## config.mk

```make
export PLATFORM = sky130hd
export DESIGN_NAME = grmc_top
export DESIGN_NICKNAME = d
export VERILOG_FILES = /design/src/grmc_pkg.sv /design/src/grmc_relax_if.sv /design/src/grmc_relax_detect.sv /design/src/grmc_top.sv
export VERILOG_INCLUDE_DIRS = /design/src
export SDC_FILE = /design/constraint.sdc
export NUM_CORES = 1
export LEC_CHECK = 0
export ABC_AREA = 1
export BUFFER_PORTS_ARGS = -buffer_cell sky130_fd_sc_hd__buf_2
export CAP_MARGIN = 15
export CORE_MARGIN = 5
export CORE_UTILIZATION = 50
export CTS_BUF_LIST = sky130_fd_sc_hd__clkbuf_4 sky130_fd_sc_hd__clkbuf_8 sky130_fd_sc_hd__clkbuf_16
export DETAILED_ROUTE_END_ITERATION = 8
export PLACE_DENSITY_LB_ADDON = 0.05
export SYNTH_ARGS = -nofsm -noshare
export SYNTH_HDL_FRONTEND = slang
export SYNTH_SLANG_ARGS = --single-unit
```

## constraint.sdc

```tcl
create_clock -name clk_in -period 8.1 [get_ports clk_in]
set_input_delay 0.81 -clock clk_in [delete_from_list [all_inputs] [get_ports clk_in]]
set_output_delay 0.81 -clock clk_in [all_outputs]
set_load 0.1 [all_outputs]
```

## src/grmc_consts.svh

```systemverilog
// Constants of the relaxation and miscellaneous configuration block.
// Assumes a 100 MHz clk_in and register indices at four bytes each.
`ifndef GRMC_CONSTS_SVH
`define GRMC_CONSTS_SVH
// ==========================================
// Register indices, byte address = index * 4
`define GRMC_IDX_RELAX   8'h2a
`define GRMC_IDX_MISC    8'h2b
`define GRMC_IDX_STATUS  8'h40
`define GRMC_IDX_MASK    8'h41
`define GRMC_IDX_LEARN   8'h42
`define GRMC_IDX_CELLV   8'h43
// ==========================================
// Reset values
`define GRMC_RELAX_RST   16'h1039
`define GRMC_MISC_RST    16'h3860
// ==========================================
// Field positions
`define GRMC_LOAD_MASK   16'h0fe0
`define GRMC_DV_MSB      8
`define GRMC_DV_LSB      4
`define GRMC_DT_MSB      3
`define GRMC_DT_LSB      0
`define GRMC_RATE_MSB    15
`define GRMC_RATE_LSB    12
`define GRMC_INS_BIT     11
`define GRMC_REINIT_BIT  10
`define GRMC_MIX_MSB     9
`define GRMC_MIX_LSB     5
`define GRMC_AUTOCLR_BIT 4
`define GRMC_PULLUP_BIT  3
`define GRMC_VEX_BIT     2
`define GRMC_ALERT_MSB   1
`define GRMC_ALERT_LSB   0
// ==========================================
// Timing and scaling
`define GRMC_CLK_NS      10
`define GRMC_TICK_US     175800
`define GRMC_DV_STEP_UV  1250
`define GRMC_VLSB_NV     78125
`define GRMC_RATE_STEP   8
`define GRMC_MIX_STEP_NV 6250
`endif

```

## src/grmc_pkg.sv

```systemverilog
// Types shared by the configuration block and its relaxation detector.
// Assumes nothing of its surroundings.
package grmc_pkg;
   typedef enum logic [1:0] {
      GRMC_SRC_REPORTED  = 2'h0,
      GRMC_SRC_AVAILABLE = 2'h1,
      GRMC_SRC_MIXED     = 2'h2,
      GRMC_SRC_VOLTAGE   = 2'h3
   } grmc_alert_src_type;
   typedef enum logic [3:0] {
      GRMC_LOADED  = 4'h1,
      GRMC_SEARCH  = 4'h2,
      GRMC_QUIET   = 4'h4,
      GRMC_RELAXED = 4'h8
   } grmc_relax_state_type;
endpackage

```

## src/grmc_relax_if.sv

```systemverilog
// Signals between the register side and the relaxation detector.
// Assumes both ends run on the same clock.
`timescale 1ns/1ps
interface grmc_relax_if;
   logic [15:0] relax_cfg;
   logic [15:0] average_current;
   logic [15:0] cell_voltage;
   logic        unloaded;
   logic        latch_load;
   logic        searching;
   logic        relaxed;
   logic        relax_event;
   modport cfg (output relax_cfg, output average_current, output cell_voltage,
                input unloaded, input latch_load, input searching, input relaxed, input relax_event);
   modport det (input relax_cfg, input average_current, input cell_voltage,
                output unloaded, output latch_load, output searching, output relaxed, output relax_event);
endinterface

```

## src/grmc_relax_detect.sv

```systemverilog
// Relaxation detector: unload test, interval timer, quiet-voltage tracking.
// Assumes measurements arrive on clk_in, already averaged by the gauge core.
`timescale 1ns/1ps
`include "grmc_consts.svh"
module grmc_relax_detect #(
   parameter int unsigned TICK_CYCLES = 17580000,
   parameter int unsigned DV_STEP     = 16
) (
   input wire logic  clk_in,
   input wire logic  rst_b_in,
   grmc_relax_if.det rif
);
   function automatic logic [15:0] grmc_abs_diff(input logic [15:0] a, input logic [15:0] b);
      grmc_abs_diff = (a >= b) ? a - b : b - a;
   endfunction

   logic [31:0]                    base_cnt;
   logic [15:0]                    ivl_cnt;
   logic                           ivl_tick;
   logic [15:0]                    cur_mag;
   logic [15:0]                    load_thr;
   logic [15:0]                    dv_thr;
   logic [15:0]                    prev_v;
   logic                           primed;
   logic                           quiet;
   logic                           unl_now;
   grmc_pkg::grmc_relax_state_type state;
   grmc_pkg::grmc_relax_state_type next_state;

   // ==========================================
   // Thresholds
   assign cur_mag  = rif.average_current[15] ? 16'(~rif.average_current + 16'h1) : rif.average_current;
   assign load_thr = (rif.relax_cfg >> 4) & `GRMC_LOAD_MASK;
   assign dv_thr   = 16'((32'(rif.relax_cfg[`GRMC_DV_MSB:`GRMC_DV_LSB]) + 32'h1) * DV_STEP);
   assign quiet    = primed && (grmc_abs_diff(rif.cell_voltage, prev_v) < dv_thr);
   // Fresh load test, so relaxed drops in the same cycle as unloaded
   assign unl_now  = !(load_thr < cur_mag);

   // ==========================================
   // Interval timer, 2^field base ticks
   always_ff @(posedge clk_in or negedge rst_b_in) begin
      if (!rst_b_in) begin
         base_cnt <= 32'h0;
      end else if (base_cnt == TICK_CYCLES - 1) begin
         base_cnt <= 32'h0;
      end else begin
         base_cnt <= base_cnt + 32'h1;
      end
   end

   always_ff @(posedge clk_in or negedge rst_b_in) begin
      if (!rst_b_in) begin
         ivl_cnt  <= 16'h0;
         ivl_tick <= 1'b0;
      end else begin
         ivl_tick <= 1'b0;
         if (base_cnt == TICK_CYCLES - 1) begin
            if (ivl_cnt >= (16'h1 << rif.relax_cfg[`GRMC_DT_MSB:`GRMC_DT_LSB]) - 16'h1) begin
               ivl_cnt  <= 16'h0;
               ivl_tick <= 1'b1;
            end else begin
               ivl_cnt <= ivl_cnt + 16'h1;
            end
         end
      end
   end

   // ==========================================
   // Relaxation search
   always_comb begin
      next_state = state;
      case (state)
         grmc_pkg::GRMC_LOADED:  if (rif.unloaded) next_state = grmc_pkg::GRMC_SEARCH;
         grmc_pkg::GRMC_SEARCH:  if (ivl_tick && quiet) next_state = grmc_pkg::GRMC_QUIET;
         grmc_pkg::GRMC_QUIET:   if (ivl_tick) next_state = quiet ? grmc_pkg::GRMC_RELAXED : grmc_pkg::GRMC_SEARCH;
         grmc_pkg::GRMC_RELAXED: if (ivl_tick && !quiet) next_state = grmc_pkg::GRMC_SEARCH;
         default:                next_state = grmc_pkg::GRMC_LOADED;
      endcase
      if (!rif.unloaded || !unl_now) next_state = grmc_pkg::GRMC_LOADED;
   end

   always_ff @(posedge clk_in or negedge rst_b_in) begin
      if (!rst_b_in) begin
         state           <= grmc_pkg::GRMC_LOADED;
         rif.unloaded    <= 1'b0;
         rif.latch_load  <= 1'b0;
         rif.searching   <= 1'b0;
         rif.relaxed     <= 1'b0;
         rif.relax_event <= 1'b0;
      end else begin
         state           <= next_state;
         rif.unloaded    <= unl_now;
         rif.latch_load  <= unl_now && !rif.unloaded;
         rif.searching   <= next_state == grmc_pkg::GRMC_SEARCH || next_state == grmc_pkg::GRMC_QUIET;
         rif.relaxed     <= next_state == grmc_pkg::GRMC_RELAXED;
         rif.relax_event <= next_state == grmc_pkg::GRMC_RELAXED && state != grmc_pkg::GRMC_RELAXED;
      end
   end

   // First sample after a load only primes the comparison
   always_ff @(posedge clk_in or negedge rst_b_in) begin
      if (!rst_b_in) begin
         prev_v <= 16'h0;
         primed <= 1'b0;
      end else if (state == grmc_pkg::GRMC_LOADED) begin
         primed <= 1'b0;
      end else if (ivl_tick) begin
         prev_v <= rif.cell_voltage;
         primed <= 1'b1;
      end
   end
endmodule

```

## src/grmc_top.sv

```systemverilog
// Relaxation and miscellaneous configuration registers of the charge estimator.
// Assumes an Avalon-MM master on clk_in and gauge-core measurements on the same clock.
`timescale 1ns/1ps
`include "grmc_consts.svh"
module grmc_top #(
   parameter int unsigned TICK_CYCLES = `GRMC_TICK_US * 1000 / `GRMC_CLK_NS,
   parameter int unsigned DV_STEP     = `GRMC_DV_STEP_UV * 1000 / `GRMC_VLSB_NV
) (
   input  wire logic        clk_in,
   input  wire logic        rst_b_in,
   input  wire logic [9:0]  avs_address_in,
   input  wire logic        avs_read_in,
   input  wire logic        avs_write_in,
   input  wire logic [31:0] avs_writedata_in,
   input  wire logic [3:0]  avs_byteenable_in,
   output logic      [31:0] avs_readdata_out,
   output logic             avs_waitrequest_out,
   output logic             irq_out,
   input  wire logic [15:0] average_current_in,
   input  wire logic [15:0] average_cell_voltage_in,
   input  wire logic        battery_present_in,
   input  wire logic [2:0]  learn_stage_in,
   input  wire logic        final_mix_stage_in,
   input  wire logic [15:0] reported_charge_in,
   input  wire logic [15:0] available_charge_in,
   input  wire logic [15:0] mixed_charge_in,
   input  wire logic [15:0] voltage_charge_in,
   output logic      [15:0] alert_charge_out,
   output logic             unloaded_out,
   output logic             latch_load_out,
   output logic             relax_search_out,
   output logic             relaxed_out,
   output logic             gauge_reset_out,
   output logic             voltage_meas_disable_out,
   output logic      [15:0] host_cell_voltage_out,
   output logic             low_pullup_out,
   output logic      [7:0]  soc_rate_limit_out,
   output logic             servo_mix_active_out,
   output logic      [17:0] servo_mix_nv_out,
   output logic      [2:0]  capacity_learn_flags_out
);
   // ==========================================
   // Helpers
   function automatic logic [15:0] grmc_apply_be(input logic [15:0] old_v, input logic [31:0] wd,
                                                 input logic [3:0] be);
      grmc_apply_be = {be[1] ? wd[15:8] : old_v[15:8], be[0] ? wd[7:0] : old_v[7:0]};
   endfunction

   logic [15:0] relaxation_config;
   logic [15:0] misc_config;
   logic [3:0]  irq_status;
   logic [3:0]  irq_mask;
   logic [2:0]  capacity_learn_flags;
   logic [15:0] host_cell_voltage;
   logic [7:0]  idx;
   logic        wr_acc;
   logic        rd_take;
   logic [15:0] rdata;
   logic        bat_s1;
   logic        bat_s2;
   logic        bat_s3;
   logic        ins_event;
   logic        learn_clr;
   logic [3:0]  irq_event;

   grmc_relax_if rif ();

   assign rif.relax_cfg       = relaxation_config;
   assign rif.average_current = average_current_in;
   // Host-written voltage replaces the measured one while measurement is off
   assign rif.cell_voltage    = misc_config[`GRMC_VEX_BIT] ? host_cell_voltage : average_cell_voltage_in;

   grmc_relax_detect #(
      .TICK_CYCLES (TICK_CYCLES),
      .DV_STEP     (DV_STEP)
   ) u_detect (
      .clk_in   (clk_in),
      .rst_b_in (rst_b_in),
      .rif      (rif)
   );

   assign unloaded_out     = rif.unloaded;
   assign latch_load_out   = rif.latch_load;
   assign relax_search_out = rif.searching;
   assign relaxed_out      = rif.relaxed;

   // ==========================================
   // Avalon-MM slave, one wait state per access
   assign idx     = avs_address_in[9:2];
   assign wr_acc  = avs_write_in && !avs_waitrequest_out;
   assign rd_take = avs_read_in && avs_waitrequest_out;

   always_ff @(posedge clk_in or negedge rst_b_in) begin
      if (!rst_b_in) begin
         avs_waitrequest_out <= 1'b1;
      end else if (!avs_waitrequest_out) begin
         avs_waitrequest_out <= 1'b1;
      end else if (avs_read_in || avs_write_in) begin
         avs_waitrequest_out <= 1'b0;
      end
   end

   // Unmapped indices read as zero and ignore writes
   always_comb begin
      rdata = 16'h0;
      if (idx == `GRMC_IDX_RELAX) begin
         rdata = relaxation_config;
      end else if (idx == `GRMC_IDX_MISC) begin
         rdata = misc_config;
      end else if (idx == `GRMC_IDX_STATUS) begin
         rdata = {12'h0, irq_status};
      end else if (idx == `GRMC_IDX_MASK) begin
         rdata = {12'h0, irq_mask};
      end else if (idx == `GRMC_IDX_LEARN) begin
         rdata = {13'h0, capacity_learn_flags};
      end else if (idx == `GRMC_IDX_CELLV) begin
         rdata = host_cell_voltage;
      end
   end

   always_ff @(posedge clk_in or negedge rst_b_in) begin
      if (!rst_b_in) begin
         avs_readdata_out <= 32'h0;
      end else if (rd_take) begin
         avs_readdata_out <= {16'h0, rdata};
      end
   end

   // ==========================================
   // Configuration registers
   always_ff @(posedge clk_in or negedge rst_b_in) begin
      if (!rst_b_in) begin
         relaxation_config <= `GRMC_RELAX_RST;
      end else if (wr_acc && idx == `GRMC_IDX_RELAX) begin
         relaxation_config <= grmc_apply_be(relaxation_config, avs_writedata_in, avs_byteenable_in);
      end
   end

   // The re-initialise bit is a request; a fresh write of one beats the clear
   always_ff @(posedge clk_in or negedge rst_b_in) begin
      if (!rst_b_in) begin
         misc_config <= `GRMC_MISC_RST;
      end else if (wr_acc && idx == `GRMC_IDX_MISC) begin
         misc_config <= grmc_apply_be(misc_config, avs_writedata_in, avs_byteenable_in);
      end else if (misc_config[`GRMC_REINIT_BIT]) begin
         misc_config[`GRMC_REINIT_BIT] <= 1'b0;
      end
   end

   // Host write wins over the automatic clear so a deliberate set is kept
   assign learn_clr = misc_config[`GRMC_AUTOCLR_BIT] && learn_stage_in == 3'h7 && capacity_learn_flags != 3'h0;

   always_ff @(posedge clk_in or negedge rst_b_in) begin
      if (!rst_b_in) begin
         capacity_learn_flags <= 3'h0;
      end else if (wr_acc && idx == `GRMC_IDX_LEARN && avs_byteenable_in[0]) begin
         capacity_learn_flags <= avs_writedata_in[2:0];
      end else if (learn_clr) begin
         capacity_learn_flags <= 3'h0;
      end
   end

   always_ff @(posedge clk_in or negedge rst_b_in) begin
      if (!rst_b_in) begin
         host_cell_voltage <= 16'h0;
      end else if (wr_acc && idx == `GRMC_IDX_CELLV) begin
         host_cell_voltage <= grmc_apply_be(host_cell_voltage, avs_writedata_in, avs_byteenable_in);
      end
   end

   // ==========================================
   // Battery insertion from the thermistor pin monitor
   always_ff @(posedge clk_in or negedge rst_b_in) begin
      if (!rst_b_in) begin
         bat_s1 <= 1'b0;
         bat_s2 <= 1'b0;
         bat_s3 <= 1'b0;
      end else begin
         bat_s1 <= battery_present_in;
         bat_s2 <= bat_s1;
         bat_s3 <= bat_s2;
      end
   end

   assign ins_event = bat_s2 && !bat_s3;

   // ==========================================
   // Interrupt status, write one to clear, events win
   assign irq_event = {misc_config[`GRMC_REINIT_BIT], learn_clr, ins_event, rif.relax_event};

   always_ff @(posedge clk_in or negedge rst_b_in) begin
      if (!rst_b_in) begin
         irq_status <= 4'h0;
      end else if (wr_acc && idx == `GRMC_IDX_STATUS && avs_byteenable_in[0]) begin
         irq_status <= (irq_status & ~avs_writedata_in[3:0]) | irq_event;
      end else begin
         irq_status <= irq_status | irq_event;
      end
   end

   always_ff @(posedge clk_in or negedge rst_b_in) begin
      if (!rst_b_in) begin
         irq_mask <= 4'h0;
      end else if (wr_acc && idx == `GRMC_IDX_MASK && avs_byteenable_in[0]) begin
         irq_mask <= avs_writedata_in[3:0];
      end
   end

   always_ff @(posedge clk_in or negedge rst_b_in) begin
      if (!rst_b_in) begin
         irq_out <= 1'b0;
      end else begin
         irq_out <= |(irq_status & irq_mask);
      end
   end

   // ==========================================
   // Estimator controls
   always_ff @(posedge clk_in or negedge rst_b_in) begin
      if (!rst_b_in) begin
         gauge_reset_out <= 1'b0;
      end else begin
         gauge_reset_out <= misc_config[`GRMC_REINIT_BIT]
                            || (ins_event && misc_config[`GRMC_INS_BIT]);
      end
   end

   always_ff @(posedge clk_in or negedge rst_b_in) begin
      if (!rst_b_in) begin
         soc_rate_limit_out       <= 8'h0;
         servo_mix_active_out     <= 1'b0;
         servo_mix_nv_out         <= 18'h0;
         voltage_meas_disable_out <= 1'b0;
         low_pullup_out           <= 1'b0;
         host_cell_voltage_out    <= 16'h0;
         capacity_learn_flags_out <= 3'h0;
      end else begin
         soc_rate_limit_out       <= 8'((32'(misc_config[`GRMC_RATE_MSB:`GRMC_RATE_LSB]) + 32'h1)
                                        * `GRMC_RATE_STEP);
         servo_mix_active_out     <= final_mix_stage_in
                                     && misc_config[`GRMC_MIX_MSB:`GRMC_MIX_LSB] != 5'h0;
         servo_mix_nv_out         <= 18'(32'(misc_config[`GRMC_MIX_MSB:`GRMC_MIX_LSB]) * `GRMC_MIX_STEP_NV);
         voltage_meas_disable_out <= misc_config[`GRMC_VEX_BIT];
         low_pullup_out           <= misc_config[`GRMC_PULLUP_BIT];
         host_cell_voltage_out    <= host_cell_voltage;
         capacity_learn_flags_out <= capacity_learn_flags;
      end
   end

   // Alert source follows the select a cycle later; no glitch between sources
   always_ff @(posedge clk_in or negedge rst_b_in) begin
      if (!rst_b_in) begin
         alert_charge_out <= 16'h0;
      end else begin
         case (grmc_pkg::grmc_alert_src_type'(misc_config[`GRMC_ALERT_MSB:`GRMC_ALERT_LSB]))
            grmc_pkg::GRMC_SRC_REPORTED:  alert_charge_out <= reported_charge_in;
            grmc_pkg::GRMC_SRC_AVAILABLE: alert_charge_out <= available_charge_in;
            grmc_pkg::GRMC_SRC_MIXED:     alert_charge_out <= mixed_charge_in;
            default:                      alert_charge_out <= voltage_charge_in;
         endcase
      end
   end
endmodule

```

Yosys cells after proc, flatten, opt, wreduce, memory -nomap -nowiden
Index checks and enable logic that the tools add are counted.
{"block": "totals", "regBits": 216, "output_inout_bits": 103}
{"block": "classes", "addsub": 8, "mul": 1, "order_cmp": 4, "eq_ne": 19, "n_shift": 1, "muxes": 30, "bitwise": 7, "reduce_logical": 43}
{"cell": "two-way mux 16 bit", "count": 10}
{"cell": "case mux 16 bit (3 select lines)", "count": 1}
{"cell": "adder 16 x 1 -> 16 bit, second input constant", "count": 2}
{"cell": "adder 32 x 1 -> 32 bit, second input constant", "count": 1}
{"cell": "== test 32 x 25 -> 1 bit, second input constant", "count": 1}
{"cell": "== test 8 x 7 -> 1 bit, second input constant", "count": 4}
{"cell": ">= comparator 16 bit", "count": 2}
{"cell": "two-way mux 32 bit", "count": 1}
{"cell": "subtractor 16 bit", "count": 2}
{"cell": "two-way mux 4 bit", "count": 7}
{"cell": "logical AND 1 bit", "count": 21}
{"cell": "multiplier 5 x 12 -> 17 bit, second input constant", "count": 1}
{"cell": "== test 8 x 6 -> 1 bit, second input constant", "count": 2}
{"cell": "< comparator 12 x 16 -> 1 bit", "count": 1}
{"cell": "< comparator 16 bit", "count": 1}
{"cell": "inverter 16 bit", "count": 1}
{"cell": "case mux 4 bit (4 select lines)", "count": 1}
{"cell": "<< shifter 1 x 4 -> 16 bit, first input constant", "count": 1}
{"cell": "subtractor 16 x 1 -> 16 bit, second input constant", "count": 1}
{"cell": "AND reduction 2 bit", "count": 7}
{"cell": "two-way mux 3 bit", "count": 3}
{"cell": "AND 4 bit", "count": 2}
{"cell": "== test 4 x 2 -> 1 bit, second input constant", "count": 2}
{"cell": "== test 4 x 3 -> 1 bit, second input constant", "count": 2}
{"cell": "20 further kinds", "count": 36}

Depth between registers and ports, before layout
Gate-level depths: netlist of the first run.
{"block": "logic_depth", "ltp_word": 12, "ltp_mapped": 32, "depth_no_buf": 29}

Modules after synthesis
Synthesis of the first run repeated with hierarchy kept, for this count alone.
{"block": "hier_totals", "hier_cells": 1784, "hier_area_um2": 13783.2}
{"mod": "grmc_top", "instances": 1, "cells_each": 791, "area_each_um2": 7033.0, "seq_area_each_um2": 3542.1}
{"mod": "grmc_relax_detect", "instances": 1, "cells_each": 993, "area_each_um2": 6750.2, "seq_area_each_um2": 1878.1}

Least setup slack after synthesis of the first run
OpenSTA, ideal clock, no wires.
{"block": "synth_path", "path_kind": "reg2reg", "startpoint": "reg misc_config[2]", "endpoint": "reg u_detect.rif.searching", "setup_time_ns": 0.118, "arrival_ns": 3.960, "setup_slack_ns": 4.022, "path_stages_with_launch": 31, "n_path_buf": 3, "period_less_slack_ns": 4.078, "path_cell_list": "dfrtp_1 clkbuf_1 inv_1 clkbuf_1 or2_2 o21ai_0 ha_1 nand2_1 nand2_1 inv_2 nor2_1 nor2_1 nand3_1 nand2_2 nand2_4 buf_6 or2_1 o221ai_1 xor2_1 inv_1 ha_1 a211oi_1 nand2_1 nor2_1 nand4_1 nor2_2 nand3_1 nand2_1 nand2_1 nand2_1 nand2_1"}
{"block": "synth_between", "elab_chain_len": 12, "word_cells_on_any_way": 19, "cone_classes": "add/sub: 2; order compare: 2; eq/ne: 2; mux: 8; reduce/logical: 5"}
{"item": "start: declaration", "line": "grmc_top.sv:50", "text": "logic [15:0] misc_config;"}
{"item": "start signal: assignment", "line": "grmc_top.sv:142", "text": "misc_config <= `GRMC_MISC_RST;"}
{"item": "start signal: assignment", "line": "grmc_top.sv:144", "text": "misc_config <= grmc_apply_be(misc_config, avs_writedata_in, avs_byteenable_in);"}
{"item": "two-way mux 16 bit (*)", "line": "grmc_top.sv:71", "text": "assign rif.cell_voltage = misc_config[`GRMC_VEX_BIT] ? host_cell_voltage : average_cell_voltage_in;"}
{"item": "subtractor 16 bit / >= comparator 16 bit (equally long branches)", "line": "grmc_relax_detect.sv:14", "text": "grmc_abs_diff = (a >= b) ? a - b : b - a;"}
{"item": "two-way mux 16 bit (*)", "line": "grmc_relax_detect.sv:14"}
{"item": "< comparator 16 bit (*)", "line": "grmc_relax_detect.sv:35", "text": "assign quiet = primed && (grmc_abs_diff(rif.cell_voltage, prev_v) < dv_thr);"}
{"item": "logical AND 1 bit (*)", "line": "grmc_relax_detect.sv:35"}
{"item": "logical NOT 1 bit", "line": "grmc_relax_detect.sv:76", "text": "grmc_pkg::GRMC_RELAXED: if (ivl_tick && !quiet) next_state = grmc_pkg::GRMC_SEARCH;"}
{"item": "logical AND 1 bit", "line": "grmc_relax_detect.sv:76"}
{"item": "two-way mux 4 bit", "line": "grmc_relax_detect.sv:76"}
{"item": "case mux 4 bit (4 select lines) (*)", "line": "grmc_relax_detect.sv:72", "text": "case (state)"}
{"item": "two-way mux 4 bit (*)", "line": "grmc_relax_detect.sv:79", "text": "if (!rif.unloaded || !unl_now) next_state = grmc_pkg::GRMC_LOADED;"}
{"item": "== test 4 x 2 -> 1 bit / == test 4 x 3 -> 1 bit (equally long branches)", "line": "grmc_relax_detect.sv:94", "text": "rif.searching <= next_state == grmc_pkg::GRMC_SEARCH || next_state == grmc_pkg::GRMC_QUIET;"}
{"item": "logical OR 1 bit (*)", "line": "grmc_relax_detect.sv:94"}
{"item": "end signal: assignment", "line": "grmc_relax_detect.sv:94"}
{"item": "end: declaration", "line": "grmc_relax_if.sv:16", "text": "output unloaded, output latch_load, output searching, output relaxed, output relax_event);"}
Mark *: on every way between the ends. The rest lies on a longest branch, timed or not.
A chain may end at the register's enable or synchronous reset.

Final worst setup path of the first run
Same ends and word-level chain as after synthesis.

==> flow_summary.yaml, run 1 <==
synth:
  synthCells: 1696
  synthArstFlopShare_pct: 100
  ys_top_cells_by_area: "sky130_fd_sc_hd__dfrtp_1 39%, sky130_fd_sc_hd__nand2_1 13%, sky130_fd_sc_hd__ha_1 9.3%"
  post_synth_instance_area_sq_um: 13200
  synth_commonest_cells: "451 x sky130_fd_sc_hd__nand2_1, 253 x sky130_fd_sc_hd__inv_1, 204 x sky130_fd_sc_hd__dfrtp_1"
  ys_seq_area_share_pct: 41.0
  syn_avg_cell_area_sq_um: 7.79
  count_leader_synth: "sky130_fd_sc_hd__nand2_1"
  yosys_most_used_dff: "sky130_fd_sc_hd__dfrtp_1"
  synth-warning-count: 0
  synth_largest_area_cell: "sky130_fd_sc_hd__dfrtp_1"
  yosys_register_bits: 216
  synth.lib_cells_used.distinct: 52
  synth_top_area_share_pct: 38.6
  synth_enable_flop_cells: 0
critical_path:
  worst-path-buf-inv: 2
  critical_path.endpoint_type: "register"
  cp-start-kind: "register"
  critPathRequiredTime_ps: 8520
  crit_path_max_incr_delay_ps: 810
  cp_max_fo: 20
  reg2regPathDepth: 25
  cpMaxStageDelayCell: "sky130_fd_sc_hd__dfrtp_1"
  setup.worst_path.class: "reg2reg"
  path_delay_family: "simple AND/OR/NAND/NOR gates"
  critical_path_cell_count: 25
  crit_top_cell: "sky130_fd_sc_hd__nand2_1"
  cp_data_arrival_time_ps: 5810
placement:
  post_dp_cell_area_sq_um: 14600
  placed_cells_incl_taps: 2222
  place.gp.congestion: 0.904
  portBuffers: 213
  place_hpwl_um: 27800
clock_network:
  clk_pin_slew_ps: 60
  hold_buffers: 0
  cts_tree: "done"
  post_cts_repair_resize_count: 0
  ctsHtreeMaxLevel: 1
  cts.path.max_buffers: 3
  cts.sinks: 216
  postCtsSetupBuffers: 0
  clock_tree_root_driver_cell: "sky130_fd_sc_hd__clkbuf_16"
  cts_buffers: 25
  clk-insertion-delay-late_ps: 530
sta:
  rsz_0062_raised_after_global_routing: "false"
  hold_violations: 0
  final_max_slew_viol_count: 0
  final.min_clock_period_ps: 5390
  max_clock_freq_mhz: 186
  rel_slew_slack_pct: 35.1
  timing_worst_slew_pin_value_ps: 965
  hold-worst-slack_ps: 250
  timing.final.setup_violations: 0
  fin_crit_sh_pct: 66.5
  finClkSkew_ps: 10.5
  finalSetupTns_ps: 0
detailed_routing:
  drt_wl_total_um: 35600
  detail_route.wl_per_cell_um: 15.7
  drt_iter0_markers: 696
  route.detailed.vias_per_inst: 5.12
  postRouteAntennaNets: 0
  drc: 0
  vias: 11600
  detailed_router_iteration_count_before_antenna_repair: 5
floorplanning:
  floorplan.die.height_um: 173
  std_cell_rows: 59
  pin_count: 254
  core_region_area_sq_um: 26100
  die-width_um: 173
  die_area_sq_um: 29800
  initial_cell_density_of_the_core_pct: 50.7
finish:
  stdcell_area_sq_um: 15400
  layout.nets: 2165
  finish.utilization_pct: 59.1
  layout-area-overhead-vs-synth_pct: 16.6
  num_antenna_cells: 0
  ratio_of_cells_with_drive_above_1_in_the_final_layout_pct: 18.0
  instances_no_fill: 2267
global_route:
  antenna_violations_before_repair: 5
  grt_util_all_layers_pct: 23.4
  gr-total-overflow: 0
  grt_max_degree: 86
  global_route_wire_length_before_repair_um: 58500
  first_global_vias: 11400
power:
  p_int_mw: 1.85
  total_leakage_power_nw: 8.20
  vdd.ir_drop.worst_uv: 196
  power.density_nw_per_um2: 167
  seq_power_share_pct: 43.2
  total_switching_power_uw: 727
  power.combinational.fraction_pct: 13.6
  power.share.switching_pct: 28.2
  share_clk_of_total_power_pct: 43.3
run_status:
  outcome: "finished clean"
hold_path:
  hold_class: "in2async"
job:
  count_of_max_cap_constraint_violations: 0
-- per-stage QoR --
stage | setup WS, ps | power (mW)
3_3_place_gp | 2880 | 1.48
6_report | 2710 | 2.58
2_1_floorplan | 4020 | 1.38
4_1_cts | 2800 | 2.61
3_5_place_dp | 2820 | 1.48
5_1_grt | 2280 | 2.68
-- worst register-to-register path: cells and delay by family, from the launching register on --
kind / cells / cell delay, ps
AOI/OAI and AO/OA: 3 / 760
and+or+nand+nor: 17 / 2360
adders and majority gates: 2 / 600
xor gates and xnor gates: 1 / 190
buffers and inverters: 2 / 580
DFF: 1 / 810
-- power groups by stage --
stage | Combinational [mW] | Sequential (mW) | Clock (mW)
after CTS | 0.352 | 1.11 | 1.15
after detailed placement | 0.351 | 1.13 | 0
after global placement | 0.348 | 1.13 | 0
after floorplan | 0.157 | 1.22 | 0
final | 0.350 | 1.11 | 1.12
after global routing | 0.382 | 1.11 | 1.19
-- cell usage in the layout (no fill, tap or decap), types with 4 or more instances in the layout --
cell type | netlist | routed
sky130_fd_sc_hd__a21oi_1 | 51 | 51
sky130_fd_sc_hd__a221oi_1 | 13 | 13
sky130_fd_sc_hd__a31oi_1 | 7 | 7
sky130_fd_sc_hd__buf_2 | 0 | 212
sky130_fd_sc_hd__buf_4 | 21 | 7
sky130_fd_sc_hd__clkbuf_16 | 0 | 25
sky130_fd_sc_hd__clkbuf_4 | 0 | 7
sky130_fd_sc_hd__clkbuf_8 | 0 | 8
sky130_fd_sc_hd__clkinv_1 | 4 | 4
sky130_fd_sc_hd__conb_1 | 2 | 21
sky130_fd_sc_hd__dfrtp_1 | 204 | 204
sky130_fd_sc_hd__dfstp_2 | 12 | 12
sky130_fd_sc_hd__ha_1 | 98 | 98
sky130_fd_sc_hd__inv_1 | 253 | 253
sky130_fd_sc_hd__inv_2 | 9 | 9
sky130_fd_sc_hd__nand2_1 | 451 | 451
sky130_fd_sc_hd__nand2_2 | 13 | 13
sky130_fd_sc_hd__nand3_1 | 65 | 65
sky130_fd_sc_hd__nand4_1 | 45 | 45
sky130_fd_sc_hd__nor2_1 | 101 | 101
sky130_fd_sc_hd__nor2_2 | 10 | 10
sky130_fd_sc_hd__nor2_4 | 7 | 7
sky130_fd_sc_hd__nor3_1 | 26 | 26
sky130_fd_sc_hd__nor3_2 | 4 | 4
sky130_fd_sc_hd__nor4_1 | 20 | 19
sky130_fd_sc_hd__o211ai_1 | 4 | 4
sky130_fd_sc_hd__o21ai_0 | 132 | 132
sky130_fd_sc_hd__o21bai_1 | 5 | 5
sky130_fd_sc_hd__o22ai_1 | 6 | 6
sky130_fd_sc_hd__or2_2 | 16 | 16
sky130_fd_sc_hd__xnor2_1 | 16 | 16
sky130_fd_sc_hd__xor2_1 | 37 | 37
-- worst paths after layout --
kind / slack [ps] / end / from
min in group clk_in: 360 / bat_s2 / bat_s1
hold / removal: 250 / u_detect.base_cnt[17] / rst_b_in
max in group asynchronous: 6510 / alert_charge_out[10] / rst_b_in
setup reg to reg: 2710 / u_detect.rif.searching / misc_config[2]
hold reg to reg: 360 / bat_s2 / bat_s1
setup / recovery: 2710 / u_detect.rif.searching / misc_config[2]
-- flip-flops by register name (all words and copies together) (netlist names), 16 cells and up --
name	count
misc_config	16
relaxation_config	16
alert_charge_out	16
avs_readdata_out	16
u_detect.ivl_cnt	16
host_cell_voltage	16
u_detect.prev_v	16
host_cell_voltage_out	16
servo_mix_nv_out	17
u_detect.base_cnt	32
-- cell families (layout without fill, tap and decap cells) --
kind of cell    after synthesis  count (layout)  synth area share, %
compound gates              236             236                 10.0
simple gates                774             774                 26.2
xor+xnor                     53              53                 3.51
buf+inv                     315             532                 9.61
flops                       216             216                 41.0
fa+ha+maj                   100             100                 9.58
other cells                   2              21               0.0568
-- routing by layer --
metal,track usage [%],part of all wire (%),routed length [um],vias up
met2,38.2,46,16300,334
met4,5.78,2.7,968,10
met5,0,0.15,54,-
met1,32.3,45,16000,5333
met3,4.85,6.4,2290,65
li1,-,-,-,5872
-- area by class of cell --
class | instances | area [sq um]
sequential | 216 | 5420
tap | 335 | 419
inverter | 267 | 1000
fill | 2411 | 10700
timing repair buffer | 220 | 1130
clock buffer | 40 | 788
clock inverter | 5 | 46.3
multi-input combinational | 1184 | 6600
Note: power is estimated with default switching activity, not from simulation.
==> run 2: changes to the inputs <==
==> constraint.sdc (replaced) <==
create_clock -name clk_in -period 4.5 [get_ports clk_in]
set_input_delay 0.45 -clock clk_in [delete_from_list [all_inputs] [get_ports clk_in]]
set_output_delay 0.45 -clock clk_in [all_outputs]
set_load 0.1 [all_outputs]
==> flow_summary.yaml, run 2 (synthesis gave the netlist of run 1 again) <==
clock_network:
  clk_pin_slew_ps: 60
  cts_buffers: 26
  ctsHtreeMaxLevel: 1
  cts.sinks: 216
  clk-insertion-delay-late_ps: 540
  cts.path.max_buffers: 3
  cts_tree: "done"
  clock_tree_root_driver_cell: "sky130_fd_sc_hd__clkbuf_16"
critical_path:
  cp-start-kind: "register"
  reg2regPathDepth: 28
  setup.worst_path.class: "reg2reg"
  cp_max_fo: 13
  r2r_end: "u_detect.rif.searching"
  reg2reg_slack_ps: 280
  worstReg2RegStart: "misc_config[2]"
  crit_path_max_incr_delay_ps: 420
  cp_data_arrival_time_ps: 4650
  cpMaxStageDelayCell: "sky130_fd_sc_hd__ha_1"
  critical_path.endpoint_type: "register"
  crit_top_cell: "sky130_fd_sc_hd__nand2_1"
  critPathRequiredTime_ps: 4930
finish:
  largest-register: "u_detect.base_cnt"
  largest_registers: "u_detect.base_cnt x32, servo_mix_nv_out x17"
  num_antenna_cells: 0
  layout.nets: 2198
  ratio_of_cells_with_drive_above_1_in_the_final_layout_pct: 20.0
  largest_register_ff_count: 32
  most-common-layout-cells: "448 x sky130_fd_sc_hd__nand2_1, 253 x sky130_fd_sc_hd__inv_1, 212 x sky130_fd_sc_hd__buf_2"
  instances_no_fill: 2302
  layout-area-overhead-vs-synth_pct: 20.1
  final_common_cell: "sky130_fd_sc_hd__nand2_1"
  finish.utilization_pct: 60.9
  stdcell_area_sq_um: 15900
power:
  vdd.ir_drop.worst_uv: 286
  total_leakage_power_nw: 8.42
  power.density_nw_per_um2: 310
detailed_routing:
  drc: 0
  detail_route.wl_per_cell_um: 16.0
  drt_iter0_markers: 844
  route.detailed.vias_per_inst: 5.17
  drt_wl_total_um: 36900
  postRouteAntennaNets: 0
  detailed_router_iteration_count_before_antenna_repair: 8
  vias: 11900
sta:
  timing_worst_slew_pin_value_ps: 921
  max_clock_freq_mhz: 237
  finalSetupTns_ps: 0
  fin_crit_sh_pct: 93.8
  hold-worst-slack_ps: -57.0
  finClkSkew_ps: 12.8
  final_max_slew_viol_count: 0
  final.min_clock_period_ps: 4220
  rsz_0062_raised_after_global_routing: "false"
  timing.final.setup_violations: 0
  rel_slew_slack_pct: 38.6
  hold_violations: 25
floorplanning:
  die-width_um: 173
  std_cell_rows: 59
  core_region_area_sq_um: 26100
  floorplan.die.height_um: 173
  die_area_sq_um: 29800
  initial_cell_density_of_the_core_pct: 50.7
  pin_count: 254
placement:
  place_hpwl_um: 28800
  placed_cells_incl_taps: 2243
  portBuffers: 213
  place.gp.congestion: 0.907
  post_dp_cell_area_sq_um: 14700
global_route:
  gr-total-overflow: 0
  first_global_vias: 11500
  grt_max_degree: 115
  grt_util_all_layers_pct: 23.9
  global_route_wire_length_before_repair_um: 59500
  antenna_violations_before_repair: 6
run_status:
  failed_checks: "hold timing"
  outcome: "finished, violations left"
job:
  count_of_max_cap_constraint_violations: 0
hold_path:
  hold_class: "in2async"
run 2: cell types whose count changed in the layout (fill, tap and decap cells not counted), sizes merged:
cell and delta:
clkbuf -7, dlygate4sd3 +1, buf +31, bufinv +4
clkinvlp +3, clkinv +3
run 2: worst max-delay path by stage:
stage | startpoint | end | slack (ps) | depth (start not counted)
floorplan | misc_config[2] | u_detect.rif.searching | 420 | 30
global placement | misc_config[2] | u_detect.rif.searching | 240 | 28
detailed placement | misc_config[2] | u_detect.rif.searching | 230 | 26
CTS | misc_config[2] | u_detect.rif.searching | 210 | 26
global route | misc_config[2] | u_detect.rif.searching | 5 | 28
finish | misc_config[2] | u_detect.rif.searching | 280 | 28
run 2: worst max-delay path: cells and delay by family, from the launching register on:
family          cells  cell delay, ps
simple gates       17            1850
fa+ha+maj           2             660
buf+inv             5             550
compound gates      3             490
flops               1             370
xor+xnor            1             190
run 2: final cells by class:
cell class | count | area, sq um
timing repair buffer | 252 | 1400
inverter | 267 | 1000
clock buffer | 33 | 741
tap | 335 | 419
fill | 2393 | 10200
sequential | 216 | 5420
multi-input combinational | 1184 | 6670
clock inverter | 15 | 218
run 2: per-stage QoR:
| stage | setup slack, ps | total power [mW] |
|---|---|---|
| after global routing | 5.47 | 5.12 |
| after global placement | 242 | 2.67 |
| after CTS | 212 | 4.97 |
| final | 279 | 4.92 |
| after detailed placement | 229 | 2.68 |
| after floorplan | 422 | 2.48 |
run 2: power breakdown:
| group | leakage, nW | total [mW] | switching (mW) | internal [mW] |
|---|---|---|---|---|
| combinational | 5.27 | 0.657 | 0.496 | 0.161 |
| clock | 0.461 | 2.27 | 0.861 | 1.40 |
| sequential | 2.69 | 2.00 | 0.0218 | 1.98 |
| total | 8.42 | 4.92 | 1.38 | 3.54 |
run 2: routing by layer:
layer | vias to the layer above | share of wire (%) | track usage, % | routed length (um)
met3 | 70 | 6.9 | 4.91 | 2560
met5 | - | 0.22 | 0 | 80
li1 | 5939 | - | - | -
met4 | 12 | 2.6 | 5.98 | 968
met1 | 5508 | 44 | 32.7 | 16300
met2 | 375 | 46 | 39.2 | 17100
run 2: what timing repair did:
action | in CTS | in global routing
hold buffers | 1 | 0
gates resized for setup | 0 | 29
endpoints found under the setup margin | 0 | 6
endpoints found under the hold margin | 1 | 0
buffers inserted | 0 | 10
==> run 3: changes to the inputs <==
--- a/config.mk
+++ b/config.mk
@@ -9,11 +9,13 @@
 export ABC_AREA = 1
 export BUFFER_PORTS_ARGS = -buffer_cell sky130_fd_sc_hd__buf_2
 export CAP_MARGIN = 15
-export CORE_MARGIN = 5
+export CORE_ASPECT_RATIO = 1.5
+export CORE_MARGIN = 1
 export CORE_UTILIZATION = 50
 export CTS_BUF_LIST = sky130_fd_sc_hd__clkbuf_4 sky130_fd_sc_hd__clkbuf_8 sky130_fd_sc_hd__clkbuf_16
 export DETAILED_ROUTE_END_ITERATION = 8
 export PLACE_DENSITY_LB_ADDON = 0.05
 export SYNTH_ARGS = -nofsm -noshare
 export SYNTH_HDL_FRONTEND = slang
+export SYNTH_HIERARCHICAL = 1
 export SYNTH_SLANG_ARGS = --single-unit
==> flow_summary.yaml, run 3 <==
clock_network:
  hold_buffers: 0
  cts.path.max_buffers: 3
  clock_tree_root_driver_cell: "sky130_fd_sc_hd__clkbuf_16"
  ctsHtreeMaxLevel: 1
  clk_pin_slew_ps: 60
  cts_buffers: 24
  clk-insertion-delay-late_ps: 530
  cts.sinks: 216
  cts_tree: "done"
global_route:
  first_global_vias: 12100
  grt.busiest_layer: "met2"
  grt_util_met2_pct: 49.4
  grtUsageMet3_pct: 2.83
  grt_util_met1_pct: 32.1
  antenna_violations_before_repair: 2
  grt_max_degree: 123
  global_route_wire_length_before_repair_um: 59800
  grt_util_all_layers_pct: 27.2
  gr-total-overflow: 0
critical_path:
  crit_top_cell: "sky130_fd_sc_hd__nand2_1"
  setup.worst_path.class: "reg2reg"
  worstReg2RegStart: "misc_config[2]"
  critPathRequiredTime_ps: 4950
  reg2regPathDepth: 28
  cpMaxStageDelayCell: "sky130_fd_sc_hd__dfrtp_2"
  cp_max_fo: 9
  cp-start-kind: "register"
  critical_path.endpoint_type: "register"
  startpoint: "misc_config[2]"
  crit_path_max_incr_delay_ps: 470
  reg2reg_slack_ps: 370
  cp_data_arrival_time_ps: 4580
  crit_end: "u_detect/rif.relax_event"
  r2r_end: "u_detect/rif.relax_event"
finish:
  final_common_cell: "sky130_fd_sc_hd__nand2_1"
  area_occupied_by_registers_sq_um: 5420
  fillCellCount: 2611
  largest-register: "u_detect/base_cnt"
  most-common-layout-cells: "501 x sky130_fd_sc_hd__nand2_1, 249 x sky130_fd_sc_hd__inv_1, 212 x sky130_fd_sc_hd__buf_2"
  largest_registers: "u_detect/base_cnt x32, servo_mix_nv_out x17"
  largest_register_ff_count: 32
  multiInputGateArea_sq_um: 7140
  finish.utilization_pct: 59.1
  layout-area-overhead-vs-synth_pct: 16.4
  ratio_of_cells_with_drive_above_1_in_the_final_layout_pct: 20.4
  instances_no_fill: 2374
  layout.nets: 2261
  stdcell_area_sq_um: 16000
sta:
  timing_worst_slew_pin_value_ps: 1230
  max_clock_freq_mhz: 242
  final_max_slew_viol_count: 0
  timing.final.setup_violations: 0
  finalSetupTns_ps: 0
  rel_slew_slack_pct: 17.9
  final.min_clock_period_ps: 4130
  hold-worst-slack_ps: -42.1
  finClkSkew_ps: 9.82
  fin_crit_sh_pct: 91.8
  hold_violations: 10
  layout_setup_ws_ps: 370
power:
  power.combinational.fraction_pct: 13.8
  p_int_mw: 3.24
  total_switching_power_mw: 1.30
  power.share.switching_pct: 28.7
  share_clk_of_total_power_pct: 42.3
  power.density_nw_per_um2: 283
  total_leakage_power_nw: 8.97
  totalPowerFinal_mw: 4.54
  vdd.ir_drop.worst_uv: 345
  seq_power_share_pct: 43.9
synth:
  ys_top_cells_by_area: "sky130_fd_sc_hd__dfrtp_1 37%, sky130_fd_sc_hd__nand2_1 14%, sky130_fd_sc_hd__ha_1 8.8%"
  synthCells: 1784
  post_synth_instance_area_sq_um: 13800
  synth_commonest_cells: "505 x sky130_fd_sc_hd__nand2_1, 249 x sky130_fd_sc_hd__inv_1, 204 x sky130_fd_sc_hd__dfrtp_1"
  yosys_most_used_dff: "sky130_fd_sc_hd__dfrtp_1"
  synthArstFlopShare_pct: 100
  synth_largest_area_cell: "sky130_fd_sc_hd__dfrtp_1"
  syn_avg_cell_area_sq_um: 7.73
  ys_seq_area_share_pct: 39.3
  yosys_register_bits: 216
  synth_enable_flop_cells: 0
  synth.lib_cells_used.distinct: 63
  synth_top_area_share_pct: 37.0
  count_leader_synth: "sky130_fd_sc_hd__nand2_1"
  synth-warning-count: 6
detailed_routing:
  vias: 12300
  drt_wl_total_um: 37700
  drt_iter0_markers: 620
  drc: 0
  detailed_router_iteration_count_before_antenna_repair: 7
  route.detailed.vias_per_inst: 5.18
  postRouteAntennaNets: 0
  detail_route.wl_per_cell_um: 15.9
run_status:
  failed_checks: "hold timing"
  outcome: "finished, violations left"
placement:
  portBuffers: 213
  place_hpwl_um: 29300
  place.gp.congestion: 0.976
  post_dp_cell_area_sq_um: 15100
  placed_cells_incl_taps: 2321
  dpl_worst_slack_ps: 113
floorplanning:
  std_cell_rows: 74
  die_area_sq_um: 28200
  pin_count: 254
  core_region_area_sq_um: 27100
  initial_cell_density_of_the_core_pct: 50.8
  die-width_um: 138
  floorplan.die.height_um: 205
job:
  count_of_max_cap_constraint_violations: 0
hold_path:
  hold_class: "in2async"
==> run 3: area by class of cell <==
cell class | count | area share [%]
inverters | 259 | 6.12
diodes | 2 | 0.0312
flip-flops and latches | 216 | 33.8
repair buffers | 238 | 7.97
clock buffers | 34 | 4.44
multi-input cells | 1272 | 44.5
repair inverters | 1 | 0.0468
clock inverters | 10 | 0.413
well taps | 342 | 2.67
==> run 3: cells by family (layout without fill, tap and decap cells) <==
kind of cell,count (synthesis),count (layout),synth area share (%)
buffers and inverters,315,542,9.83
other,2,23,0.0545
adder cells (fa/ha/maj),98,98,8.95
XOR/XNOR,55,55,3.49
AO/OA/AOI/OAI,232,232,10.4
AND/OR/NAND/NOR,866,866,28.0
flip-flops,216,216,39.3
==> run 3: critical path: cells and delay by family, from the launching register on <==
| kind | cells | cell delay (ps) |
|---|---|---|
| fa+ha+maj | 2 | 610 |
| flops | 1 | 470 |
| buf+inv | 5 | 540 |
| xor+xnor | 1 | 150 |
| compound gates | 3 | 490 |
| simple gates | 17 | 1800 |
==> run 3: routing by layer <==
metal  routed length [um]  vias up
met4                 1410        0
met1                15400     5785
met2                19600      280
met5                    0        -
met3                 1350       83
li1                     -     6141
==> run 3: power groups by stage <==
stage          combinational [mW]  sequential (mW)  clock (mW)
2_1_floorplan               0.302             2.16           0
3_3_place_gp                0.617             2.03           0
3_5_place_dp                0.624             2.03           0
4_1_cts                     0.626             1.99        1.97
5_1_grt                     0.686             2.00        2.05
6_report                    0.628             1.99        1.92
==> run 3: worst min path at each step <==
stage,end,slack [ps],cells after the start
2_1_floorplan,alert_charge_out[0],150,0
4_1_cts,bat_s1,9,1
6_report,u_detect/prev_v[11],-40,1
5_1_grt,bat_s1,20,1
3_5_place_dp,bat_s2,340,0
3_3_place_gp,bat_s2,330,0
==> run 3: repair_timing <==
action                     4_1_cts  5_1_grt
buffers inserted                 0        6
gates resized for setup          0       23
setup endpoints to repair        0        6
